===== src/rtl/trip_monitor_pkg.sv =====
/*
 * Constants for the supply trip monitor: control bit positions, reset values
 * and the settle time of the reference after enable.
 * Assumes a 40 MHz system clock.
 */
package trip_monitor_pkg;
    localparam int CLK_HZ = 40_000_000;
    localparam int LEVEL_W = 4;
    localparam logic [3:0] LEVEL_RESET = 4'h0;
    localparam int CTRL_READY_BIT = 4;
    localparam int CTRL_OUT_BIT = 5;
    localparam int CTRL_FALL_BIT = 0;
    localparam int CTRL_RISE_BIT = 1;
    localparam int CTRL_EN_BIT = 7;
    localparam int CTRL_FLAG_BIT = 6;
    // Least settle time of the reference after enable, in ns
    localparam int SETTLE_NS = 1000;
    localparam int SETTLE_CYC_RAW = (SETTLE_NS * (CLK_HZ / 1_000_000) + 999) / 1000;
    localparam int SETTLE_CYC = (SETTLE_CYC_RAW < 1) ? 1 : SETTLE_CYC_RAW;
    typedef enum logic [1:0] {
        ST_OFF,
        ST_SETTLE,
        ST_READY
    } mon_state_t;
endpackage : trip_monitor_pkg


===== src/rtl/supply_trip_monitor.sv =====
/*
 * Control and event logic of the supply trip monitor.
 * Assumes an analog comparator (above trip level = 1) and a band gap ready
 * level, both asynchronous to clk, and software control bits on plain ports.
 */
`timescale 1ns/1ps
`default_nettype none
// What this block does
// - Software programs trip level and watch directions
// - Watched crossing sets the event flag
// - Interrupt only when flag and enable set
// - Enable toggling never causes an event
// - Ready status bit four, low after enable
// - Events suppressed unless enabled and ready
// - Rising watch detects below-to-above crossing
// - Falling watch detects above-to-below crossing
// - Both watches flag either crossing
// - Status bit reports supply above or below
// - Enable off powers detector down
module supply_trip_monitor #(
    parameter int SETTLE_CYCLES = trip_monitor_pkg::SETTLE_CYC
) (
    input wire logic clk,
    input wire logic srst,
    input wire logic monitor_enable,
    input wire logic watch_rising,
    input wire logic watch_falling,
    input wire logic [trip_monitor_pkg::LEVEL_W-1:0] trip_level_select,
    input wire logic irq_enable,
    input wire logic flag_clear,
    input wire logic cmp_above,
    input wire logic ref_stable,
    output logic [trip_monitor_pkg::LEVEL_W-1:0] trip_level_out,
    output logic analog_enable,
    output logic [7:0] monitor_control_first,
    output logic event_flag,
    output logic status_above,
    output logic ref_ready,
    output logic irq
);
    localparam int CW = $clog2(SETTLE_CYCLES + 1);

    // Synchroniser stages for the analog inputs
    logic cmp_s1_q, cmp_s1_d;
    logic cmp_s2_q, cmp_s2_d;
    logic rdy_s1_q, rdy_s1_d;
    logic rdy_s2_q, rdy_s2_d;
    // Registered software controls
    logic [trip_monitor_pkg::LEVEL_W-1:0] level_q, level_d;
    logic en_q, en_d;
    // Reference settle sequencer
    trip_monitor_pkg::mon_state_t state_q, state_d;
    logic [CW-1:0] cnt_q, cnt_d;
    logic ready_q, ready_d;
    // Crossing history and event
    logic prev_valid_q, prev_valid_d;
    logic prev_above_q, prev_above_d;
    logic crossing;
    logic flag_q, flag_d;
    logic irq_q, irq_d;
    // Status image
    logic above_q, above_d;
    logic [7:0] ctrl_q, ctrl_d;

    // Two flip-flops per analog input; logic reads only the second
    always_comb begin
        cmp_s1_d = cmp_above;
        cmp_s2_d = cmp_s1_q;
        rdy_s1_d = ref_stable;
        rdy_s2_d = rdy_s1_q;
    end

    always_ff @(posedge clk) begin
        if (srst) begin
            cmp_s1_q <= 1'b0;
            cmp_s2_q <= 1'b0;
            rdy_s1_q <= 1'b0;
            rdy_s2_q <= 1'b0;
        end else begin
            cmp_s1_q <= cmp_s1_d;
            cmp_s2_q <= cmp_s2_d;
            rdy_s1_q <= rdy_s1_d;
            rdy_s2_q <= rdy_s2_d;
        end
    end

    // Level and enable reach the analog side one cycle after software
    always_comb begin
        level_d = trip_level_select;
        en_d = monitor_enable;
    end

    always_ff @(posedge clk) begin
        if (srst) begin
            level_q <= trip_monitor_pkg::LEVEL_RESET;
            en_q <= 1'b0;
        end else begin
            level_q <= level_d;
            en_q <= en_d;
        end
    end

    // Ready needs the least settle count and a synchronised stable flag
    always_comb begin
        state_d = state_q;
        cnt_d = cnt_q;
        case (state_q)
            trip_monitor_pkg::ST_OFF: begin
                cnt_d = '0;
                if (en_q) begin
                    state_d = trip_monitor_pkg::ST_SETTLE;
                end
            end
            trip_monitor_pkg::ST_SETTLE: begin
                if (!en_q) begin
                    state_d = trip_monitor_pkg::ST_OFF;
                end else if (cnt_q >= CW'(SETTLE_CYCLES - 1) && rdy_s2_q) begin
                    state_d = trip_monitor_pkg::ST_READY;
                end else if (cnt_q < CW'(SETTLE_CYCLES - 1)) begin
                    cnt_d = cnt_q + CW'(1);
                end
            end
            trip_monitor_pkg::ST_READY: begin
                if (!en_q) begin
                    state_d = trip_monitor_pkg::ST_OFF;
                end
            end
            default: state_d = trip_monitor_pkg::ST_OFF;
        endcase
        ready_d = (state_d == trip_monitor_pkg::ST_READY);
    end

    always_ff @(posedge clk) begin
        if (srst) begin
            state_q <= trip_monitor_pkg::ST_OFF;
            cnt_q <= '0;
            ready_q <= 1'b0;
        end else begin
            state_q <= state_d;
            cnt_q <= cnt_d;
            ready_q <= ready_d;
        end
    end

    // The first sample after ready only primes the history, so the
    // enable edge itself never looks like a crossing
    always_comb begin
        prev_valid_d = ready_q;
        prev_above_d = cmp_s2_q;
    end

    always_ff @(posedge clk) begin
        if (srst) begin
            prev_valid_q <= 1'b0;
            prev_above_q <= 1'b0;
        end else begin
            prev_valid_q <= prev_valid_d;
            prev_above_q <= prev_above_d;
        end
    end

    // A crossing and a clear in one cycle leave the flag set
    always_comb begin
        crossing = ready_q && prev_valid_q && en_q &&
                   ((watch_rising && !prev_above_q && cmp_s2_q) ||
                    (watch_falling && prev_above_q && !cmp_s2_q));
        flag_d = flag_q;
        if (flag_clear) begin
            flag_d = 1'b0;
        end
        if (crossing) begin
            flag_d = 1'b1;
        end
        // Request follows the next flag value so both rise together
        irq_d = flag_d && irq_enable;
    end

    always_ff @(posedge clk) begin
        if (srst) begin
            flag_q <= 1'b0;
            irq_q <= 1'b0;
        end else begin
            flag_q <= flag_d;
            irq_q <= irq_d;
        end
    end

    // Status byte: enable, flag, above, ready, watch bits; bits 3:2 read zero
    always_comb begin
        // Reads low while the monitor is off or not ready
        above_d = ready_q && en_q && cmp_s2_q;
        ctrl_d = 8'h00;
        ctrl_d[trip_monitor_pkg::CTRL_EN_BIT] = en_q;
        ctrl_d[trip_monitor_pkg::CTRL_FLAG_BIT] = flag_d;
        ctrl_d[trip_monitor_pkg::CTRL_OUT_BIT] = above_d;
        ctrl_d[trip_monitor_pkg::CTRL_READY_BIT] = ready_d;
        ctrl_d[trip_monitor_pkg::CTRL_RISE_BIT] = watch_rising;
        ctrl_d[trip_monitor_pkg::CTRL_FALL_BIT] = watch_falling;
    end

    always_ff @(posedge clk) begin
        if (srst) begin
            above_q <= 1'b0;
            ctrl_q <= 8'h00;
        end else begin
            above_q <= above_d;
            ctrl_q <= ctrl_d;
        end
    end

    // Every output comes straight from a flip-flop
    assign trip_level_out = level_q;
    assign analog_enable = en_q;
    assign monitor_control_first = ctrl_q;
    assign event_flag = flag_q;
    assign status_above = above_q;
    assign ref_ready = ready_q;
    assign irq = irq_q;
endmodule : supply_trip_monitor
`default_nettype wire


===== config.mk =====
export PLATFORM = sky130hd
export DESIGN_NAME = supply_trip_monitor
export DESIGN_NICKNAME = d
export VERILOG_FILES = /design/src/rtl/trip_monitor_pkg.sv /design/src/rtl/supply_trip_monitor.sv
export SDC_FILE = /design/constraint.sdc
export NUM_CORES = 1
export LEC_CHECK = 0
export ABC_AREA = 1
export BUFFER_PORTS_ARGS = -buffer_cell sky130_fd_sc_hd__buf_2
export CORE_UTILIZATION = 30
export DETAILED_ROUTE_END_ITERATION = 8
export HOLD_SLACK_MARGIN = 0.03
export PLACE_DENSITY = 0.57
export SETUP_SLACK_MARGIN = 0.4
export SLEW_MARGIN = 20
export SYNTH_ARGS = -nofsm -noshare
export SYNTH_HDL_FRONTEND = slang
export SYNTH_SLANG_ARGS = --single-unit

===== constraint.sdc =====
create_clock -name clk -period 3.5 [get_ports clk]
set_input_delay 0.35 -clock clk [delete_from_list [all_inputs] [get_ports clk]]
set_output_delay 0.35 -clock clk [all_outputs]
set_load 0.03 [all_outputs]

==> metrics.yaml, run 1 <==
outcome:
  status: "complete, no violations"
synthesis:
  ys_seq_area_share_pct: 49.7
  avgSynthCellArea_um2: 7.48
  yosys_warnings: 0
  synth_area_um2: 1050
  syn_inst: 140
  synth_seq_cells: 26
  yosysUniqueCellTypes: 21
setup_path:
  cp-start-kind: "register"
  path_cells: "buf_2"
  cp_data_required_time_ps: 3150
  slowest_stage: "dfxtp_1"
  rr_startpoint: "cnt_q[1]"
  cp.buffers_inverters: 1
  critPathCaptureType: "output port"
  rrSetupSlack_ps: 2240
  r2r.worst_path.cells: 8
  crit_type: "reg -> out"
  cpPeakStageDelay_ps: 390
  crit_family: "flip-flops"
  arrival_ps: 920
  critical_path.max_fanout: 4
  reg2reg_to: "cnt_q[3]"
clock_network:
  cts_hold_buffers: 0
  cts-htree-levels: 1
  cts_resized: 0
  cts_tree: "yes"
  numCtsBuffers: 3
  clock_latency_ps: 320
  clk_path_buf_depth: 2
  clk_pin_slew_worst_paths_ps: 140
  clock_sinks: 26
  cts_setup_buffers: 0
  cts_root_buffer: "clkbuf_4"
placement:
  place_congestion: 0.867
  dpl.hpwl_mm: 1.35
  port_buffers: 27
final_layout:
  antenna_cells: 0
  nets: 180
  drive_gt1_share_pct: 24.2
  fillCellCount: 361
  syn_to_final_growth_pct: 19.5
sta:
  rsz0062_at_grt: "false"
  finalMaxSlewViolations: 0
  fin_crit_sh_pct: 36.2
  skew_ps: 4.55
  tns_ps: 0
  finalSetupViolCount: 0
  hold_violations: 0
  whs_ps: 214
  period_needed_ps: 1270
  max_freq_ghz: 0.789
min_path:
  whs_path_depth: 3
  hold_class: "in -> reg"
  hp-start: "cmp_above"
  hold_path_end: "cmp_s1_q"
global_route:
  grt_usage_pct: 10.2
  grt_pass1_wl_mm: 2.80
  overflow: 0
  antenna_found_initial: 0
  grt_max_degree: 24
  grt_pass1_vias: 717
run:
  max_cap_viol_count: 0
power_and_ir_drop:
  vdd_ir_drop_max_uv: 199
  power_density_nw_per_um2: 442
  cellLeakagePower_uw: 0.000608
floorplan:
  core_um2: 3340
  chipHeight_um: 61.1
  die-area_um2: 3730
  initial_core_util_pct: 31.4
  rows: 21
  io_pins: 30
  die_x_um: 61.1
route:
  wl_per_cell_um: 8.28
  wirelength_mm: 1.75
  vias_per_cell: 4.02
  post-route-drc-count: 0
  dr.pass1.iters: 6
  detail-route-antenna-nets: 0
  initialDrtViolationCount: 27
  vias: 849
-- metrics by stage --
step           area (µm²)  worst slack, ps  power, µW  std cells  util, %
6_report             1250             2230        553        211     37.5
2_1_floorplan        1050             2230        342        141        -
3_3_place_gp         1200             2270        354        207     35.9
4_1_cts              1250             2200        560        211     37.5
5_1_grt              1250             2060        575        211     37.5
3_5_place_dp         1200             2250        354        207     35.9
-- final cells by class --
class / instances / area, µm² / share of cell area, %
tap: 46 / 57.6 / 4.60
clock buffer: 3 / 22.5 / 1.80
inverter: 30 / 113 / 9.00
timing repair buffer: 27 / 135 / 10.8
sequential: 26 / 520 / 41.6
multi-input combinational: 78 / 373 / 29.8
clock inverter: 1 / 30.0 / 2.40
-- metal layers --
layer	routed length [µm]	vias to the layer above	GRT usage (%)	part of all wire, %
met2	854	12	17.4	49
met1	814	373	12.1	47
li1	-	462	-	-
met3	52	2	1.89	3.0
met5	0	-	0	0
met4	25	0	5.84	1.4
-- cell usage after synthesis --
master / number / area share (%)
nand4_1: 4 / 2.4
nand3_1: 4 / 1.9
a21oi_2: 2 / 1.7
and3_1: 2 / 1.2
a21oi_1: 4 / 1.9
nand3_2: 1 / 0.96
o21ai_2: 1 / 0.84
ha_1: 1 / 1.2
dfxtp_1: 26 / 50
nor2_1: 23 / 8.2
o21ai_0: 3 / 1.4
inv_1: 30 / 11
nand2_2: 4 / 2.4
buf_4: 5 / 3.6
nor3_1: 2 / 0.96
buf_1: 1 / 0.36
conb_1: 1 / 0.36
clkbuf_1: 1 / 0.36
nor2_4: 1 / 1.1
nand2_1: 23 / 8.2
o21ai_1: 1 / 0.48
-- worst register-to-register path: cells and delay by family, from the launching register on --
family	cells	cell delay, ps
simple gates	6	470
flops	1	400
fa+ha+maj	1	240
compound gates	1	50
-- logic make-up after synthesis --
| logic type | after synthesis | share of synthesized area (%) |
|---|---|---|
| AOI/OAI and AO/OA | 11 | 6.33 |
| adders and majority gates | 1 | 1.19 |
| and+or+nand+nor | 64 | 27.4 |
| other | 1 | 0.358 |
| DFF | 26 | 49.7 |
| buffers and inverters | 37 | 15.1 |
-- state kept, by name, indices dropped and copies added (netlist names) --
| name | flops |
|---|---|
| prev_valid_q | 1 |
| cmp_s2_q | 1 |
| rdy_s2_q | 1 |
| monitor_control_first | 6 |
| cnt_q | 6 |
| prev_above_q | 1 |
| state_q | 2 |
| cmp_s1_q | 1 |
| irq | 1 |
| rdy_s1_q | 1 |
| trip_level_out | 4 |
| analog_enable | 1 |
-- how the worst max path moves through the flow --
stage	startpoint	to	slack [ps]	cells after the start
5_1_grt	cnt_q[0]	cnt_q[4]	2060	8
3_5_place_dp	cnt_q[1]	cnt_q[4]	2250	8
4_1_cts	monitor_control_first[4]	ref_ready	2200	1
3_3_place_gp	cnt_q[1]	cnt_q[3]	2270	7
6_report	monitor_control_first[4]	ref_ready	2230	1
2_1_floorplan	analog_enable	cnt_q[0]	2230	5
-- cell usage in the layout, fill, tap and decap left out, types with 3 or more instances in the layout --
cell type  count
inv_1         30
buf_2         27
dfxtp_1       26
nor2_1        23
nand2_1       23
nand2_2        4
a21oi_1        4
nand3_1        4
nand4_1        4
o21ai_0        3
clkbuf_4       3
-- where the power goes --
group	switching, µW	internal [µW]
clock	89.7	116
combinational	27.9	12.6
sequential	2.73	304
No activity file was read; power rests on OpenSTA's default activity.
==> run 2: changes to the inputs <==
Clock period 3.5 ns to 1.31 ns, I/O delays scaled along.
==> run 2 against run 1 <==
Sequential share of layout area fell by 7.2 points. Routed wire length up 29%. Final area increased by 28%. Setup slack worse by 2100 ps. Global-route usage up 2.4 points. Register-to-register slack got worse by 2100 ps. Non-clock buffer count up 16.
==> metrics.yaml, run 2 (synthesis gave the netlist of run 1 again) <==
clock_network:
  cts_root_buffer: "clkbuf_4"
  clock_latency_ps: 320  # about the same
  cts_tree: "yes"
  cts-htree-levels: 1  # unchanged
  numCtsBuffers: 3  # unchanged
  clock_sinks: 26  # unchanged
  clk_pin_slew_worst_paths_ps: 150  # about the same
  clk_path_buf_depth: 2  # unchanged
sta:
  rsz0062_at_grt: "true"
  period_needed_ps: 1140
  tns_ps: 0  # unchanged
  max_freq_ghz: 0.880
  timing.final.ws_setup_ps: 174  # -2060 ps
  finalMaxSlewViolations: 0  # unchanged
  hold_violations: 0  # unchanged
  skew_ps: 5.51  # +0.960 ps
  fin_crit_sh_pct: 86.7
  finalSetupViolCount: 0  # unchanged
final_layout:
  layout_commonest_cell: "inv_1"
  nets: 196  # +8.9%
  drive_gt1_share_pct: 41.4  # +17 points
  antenna_cells: 0  # unchanged
  final_cell_mix: "inv_1 (29), nor2_1 (22), nand2_1 (19), buf_6 (16), dfxtp_2 (14)"
  syn_to_final_growth_pct: 53.4
setup_path:
  cp_data_required_time_ps: 1570  # -1580 ps
  crit_type: "reg -> reg"
  cpPeakStageDelay_ps: 380  # about the same
  critPathCaptureType: "register"
  crit_path_frequent_cell: "nand2_4"
  path_cells: "ha_4, nand2_4, nand2_4, nand2_4, nand2_4, nand2_2, nand2_1, a21oi_2"
  arrival_ps: 1400  # +480 ps
  crit_family: "simple AND/OR/NAND/NOR gates"
  critical_path.max_fanout: 4  # unchanged
  slowest_stage: "dfxtp_4"
  cp.buffers_inverters: 0  # -1
  cp-start-kind: "register"
min_path:
  hold_class: "in -> reg"
route:
  wl_per_cell_um: 9.93  # +20%
  wirelength_mm: 2.25  # +29%
  dr.pass1.iters: 4  # -2
  post-route-drc-count: 0  # unchanged
  vias_per_cell: 4.16  # +3.5%
  vias: 945  # +11%
  detail-route-antenna-nets: 0  # unchanged
  initialDrtViolationCount: 49  # +81%
power_and_ir_drop:
  p_switching_uw: 338  # +180%
  p_int_uw: 1200  # +180%
  p_sw_share_pct: 22.0  # +0.26 points
  vdd_ir_drop_max_uv: 380  # +91%
  power_density_nw_per_um2: 955  # +120%
  cellLeakagePower_uw: 0.000745  # +22%
  p_comb_share_pct: 10.9  # +3.6 points
  p_clk_share_pct: 35.7  # -1.5 points
  pwr-share-seq_pct: 53.3  # -2.2 points
placement:
  dp_slack_ps: 162  # -2090 ps
  dpl.hpwl_mm: 1.38  # +2.2%
  place_congestion: 0.776  # -10%
  port_buffers: 27  # unchanged
global_route:
  grt_max_degree: 16  # -33%
  grt_pass1_vias: 846  # +18%
  antenna_found_initial: 0  # unchanged
  grt_pass1_wl_mm: 3.49  # +25%
  grt_usage_pct: 12.6  # +2.4 points
  overflow: 0  # unchanged
outcome:
  status: "complete, no violations"
floorplan:
  io_pins: 30  # unchanged
  chipHeight_um: 61.1  # unchanged
  rows: 21  # unchanged
  initial_core_util_pct: 31.4  # unchanged
  die_x_um: 61.1  # unchanged
  core_um2: 3340  # unchanged
  die-area_um2: 3730  # unchanged
run:
  max_cap_viol_count: 0  # unchanged
==> run 2: cell types whose count changed in the layout (fill, tap and decap cells not counted), sizes merged <==
cell / change
buf: +6
dlygate4sd3: +10
==> run 2: through the flow <==
step,hold WS (ps),std cells,instance area (µm²),utilization [%],power [µW]
after floorplan,209,141,1080,-,912
after global placement,331,208,1230,37.0,947
after detailed placement,341,208,1230,37.0,949
after CTS,36.0,225,1570,46.9,1540
after global routing,49.2,227,1610,48.1,1590
final,48.1,227,1610,48.1,1530
==> run 2: what timing repair did <==
item / in CTS / in global routing
setup endpoints to repair: 26 / 26
setup buffers: 3 / 2
gates cloned: 0 / 0
gates resized for setup: 55 / 8
pin swaps: 11 / 9
hold endpoints to repair: 10 / 0
hold buffers: 10 / 0
==> run 2: power groups by stage <==
stage          clock [µW]  combinational [µW]  sequential (µW)
5_1_grt               587                 185              821
4_1_cts               565                 158              821
3_5_place_dp            0                 114              835
2_1_floorplan           0                51.9              860
6_report              548                 168              819
3_3_place_gp            0                 113              834
==> run 2: worst reg2reg max path: stages, from the launching register on <==
cell     delay (ps)
dfxtp_4         380
ha_4            170
nand2_4          70
nand2_4          70
nand2_4         100
nand2_4          60
nand2_2          80
nand2_1          60
a21oi_2         100
==> run 2: worst paths after layout <==
kind	cells past startpoint	slack (ps)	endpoint	from
max	8	170	cnt_q[3]	cnt_q[1]
min	4	50	irq	flag_clear
max reg2reg	8	170	cnt_q[3]	cnt_q[1]
min reg2reg	2	410	cmp_s2_q	cmp_s1_q
==> run 2: layout make-up <==
class                           count  area, µm²
Timing Repair Buffer               43        378
Tap cell                           46       57.6
Inverter                           30        113
Clock inverter                      1       30.0
Sequential cell                    26        553
Clock buffer                        3       22.5
Fill cell                         327       1730
Multi-Input combinational cell     78        453
==> run 2: layer usage <==
metal | global-route usage (%) | share of wire, %
met4 | 6.82 | 1.8
met3 | 1.89 | 1.8
met1 | 14.7 | 42
met2 | 22.2 | 54
met5 | 0 | 0
==> run 3: changes to the inputs <==
Settings changed: GPL_TIMING_DRIVEN set to 0, PLACE_DENSITY 0.57 to 0.59.
Clock period 1.31 ns to 1 ns, I/O delays scaled along.
==> run 3 against run 2 <==
Final area up 3.0%. Core utilization increased by 1.4 points. Largest cell class unchanged. The run now ends with negative hold slack, negative setup slack left. Combinational power grew 33%. Flip-flop and latch count is the same. Cell count rose by 1.3%. Clock skew rose by 3.9 ps. Fmax down 3.4%.
==> metrics.yaml, run 3 (synthesis gave the netlist of run 1 again) <==
power_and_ir_drop:
  p_switching_uw: 444  # +31%
  p_comb_share_pct: 11.2  # +0.3 points
  power_density_nw_per_um2: 1210  # +27%
  vdd_ir_drop_max_uv: 764  # +100%
  pwr-share-seq_pct: 53.2  # about the same
  p_sw_share_pct: 22.2  # +0.13 points
  p_int_uw: 1560  # +30%
  p_clk_share_pct: 35.6  # about the same
  cellLeakagePower_uw: 0.000783  # +5.1%
sta:
  max_freq_ghz: 0.850  # -3.4%
  hold_violations: 6  # +6
  finalSetupViolCount: 12  # +12
  rsz0062_at_grt: "true"
  whs_ps: -32.6  # -80.7 ps
  fin_crit_sh_pct: 118  # +31 points
  period_needed_ps: 1180  # +40.4 ps
  finalMaxSlewViolations: 0  # unchanged
  tns_ps: -1280  # -1280 ps
  timing.final.ws_setup_ps: -176  # -350 ps
  skew_ps: 9.37  # +3.86 ps
min_path:
  whs_path_depth: 3  # -1
  hold_class: "in -> reg"
  hold_path_end: "analog_enable"
  hp-start: "monitor_enable"
route:
  vias_per_cell: 4.17  # +0.16%
  detail-route-antenna-nets: 0  # unchanged
  post-route-drc-count: 0  # unchanged
  dr.pass1.iters: 4  # unchanged
  vias: 959  # +1.5%
  initialDrtViolationCount: 37  # -24%
  wl_per_cell_um: 9.77  # -1.7%
  wirelength_mm: 2.25  # -0.35%
global_route:
  grt_pass1_vias: 818  # -3.3%
  overflow: 0  # unchanged
  grt_usage_pct: 11.5  # -1.1 points
  grt_pass1_wl_mm: 3.16  # -9.5%
  antenna_found_initial: 0  # unchanged
  grt_max_degree: 16  # unchanged
setup_path:
  crit_type: "reg -> reg"
  cp-start-kind: "register"
  r2r.worst_path.cells: 8  # unchanged
  rr_startpoint: "cnt_q[0]"
  arrival_ps: 1440  # +40 ps
  critPathCaptureType: "register"
  critical_path.max_fanout: 4  # unchanged
  rrSetupSlack_ps: -180  # -350 ps
  reg2reg_to: "cnt_q[4]"
  cp_data_required_time_ps: 1260  # -310 ps
floorplan:
  die-area_um2: 3730  # unchanged
  chipHeight_um: 61.1  # unchanged
  io_pins: 30  # unchanged
  rows: 21  # unchanged
  core_um2: 3340  # unchanged
  initial_core_util_pct: 31.4  # unchanged
  die_x_um: 61.1  # unchanged
clock_network:
  cts-htree-levels: 1  # unchanged
  clk_pin_slew_worst_paths_ps: 130  # -20 ps
  clk_path_buf_depth: 2  # unchanged
  clock_sinks: 26  # unchanged
  numCtsBuffers: 3  # unchanged
  clock_latency_ps: 320  # about the same
  cts_root_buffer: "clkbuf_4"
  cts_tree: "yes"
final_layout:
  antenna_cells: 0  # unchanged
  design_area_um2: 1650  # +3.0%
  drive_gt1_share_pct: 47.3  # +5.8 points
  final_cell_mix: "inv_1 (26), nor2_1 (21), buf_6 (19), nand2_1 (17), buf_2 (12)"
  syn_to_final_growth_pct: 57.9
  layout_commonest_cell: "inv_1"
  nets: 199  # +1.5%
run:
  max_cap_viol_count: 0  # unchanged
placement:
  port_buffers: 27  # unchanged
  place_congestion: 0.708  # -8.8%
  dpl.hpwl_mm: 1.49  # +7.9%
  placed_area_um2: 1300  # +5.1%
outcome:
  status: "finished with violations"
  violations: "negative hold slack, negative setup slack"
-- run 3: cell types whose count changed in the layout (fill, tap and decap cells not counted), moves of 3 or more --
cell	delta
buf_6	+3
dfxtp_1	+3
dfxtp_2	-5
dlygate4sd3_1	-5
inv_1	-3
-- run 3: area by class of cell --
cell class	instances	area, µm²
clock inverters	1	30.0
well taps	46	57.6
inverters	30	115
clock buffers	3	22.5
repair buffers	39	340
plain buffers	7	57.6
fillers	318	1680
multi-input cells	78	477
flip-flops and latches	26	554
-- run 3: worst max-delay path, stage by stage, from the launching register on --
cell	delay (ps)
dfxtp_4	380
ha_4	180
nand2_4	80
nand2_4	70
nand2_4	90
nand2_4	60
nand2_2	110
nand2_2	60
a21oi_2	100
-- run 3: routing by layer --
layer | vias up | part of all wire, % | global-route usage (%)
met4 | 0 | 1.9 | 6.49
met5 | - | 0 | 0
li1 | 501 | - | -
met2 | 19 | 55 | 21.0
met3 | 4 | 2.7 | 1.89
met1 | 435 | 41 | 12.6
-- run 3: stage by stage --
stage          setup slack (ps)  hold WS (ps)  total power (µW)  std cells  utilization (%)
2_1_floorplan             -55.6           167              1190        141                -
5_1_grt                    -237         -40.1              2080        230             49.6
4_1_cts                    -174         -44.2              2000        224             46.8
3_3_place_gp               -158           300              1240        214             38.8
6_report                   -176         -32.6              2000        230             49.6
3_5_place_dp               -187           311              1250        214             38.8
-- run 3: power groups by stage --
stage               Clock (µW)  Sequential [µW]  Combinational (µW)
detailed placement           0             1090                 159
CTS                        731             1070                 200
global placement             0             1090                 155
global route               770             1070                 243
finish                     714             1070                 224
floorplan                    0             1120                69.2
-- run 3: repair_timing --
item | in CTS | in global routing
endpoints found under the hold margin | 13 | 11
setup buffers | 4 | 2
gates resized for setup | 53 | 14
hold buffers | 2 | 4
endpoints found under the setup margin | 27 | 33
pin swaps | 11 | 5
-- run 3: how the worst max path moves through the flow --
stage / from / to / depth (start not counted)
floorplan: cnt_q[1] / cnt_q[3] / 8
global placement: cnt_q[0] / cnt_q[4] / 8
detailed placement: cnt_q[1] / cnt_q[4] / 8
CTS: cnt_q[0] / cnt_q[0] / 8
global route: cnt_q[0] / cnt_q[0] / 8
finish: cnt_q[0] / cnt_q[4] / 8
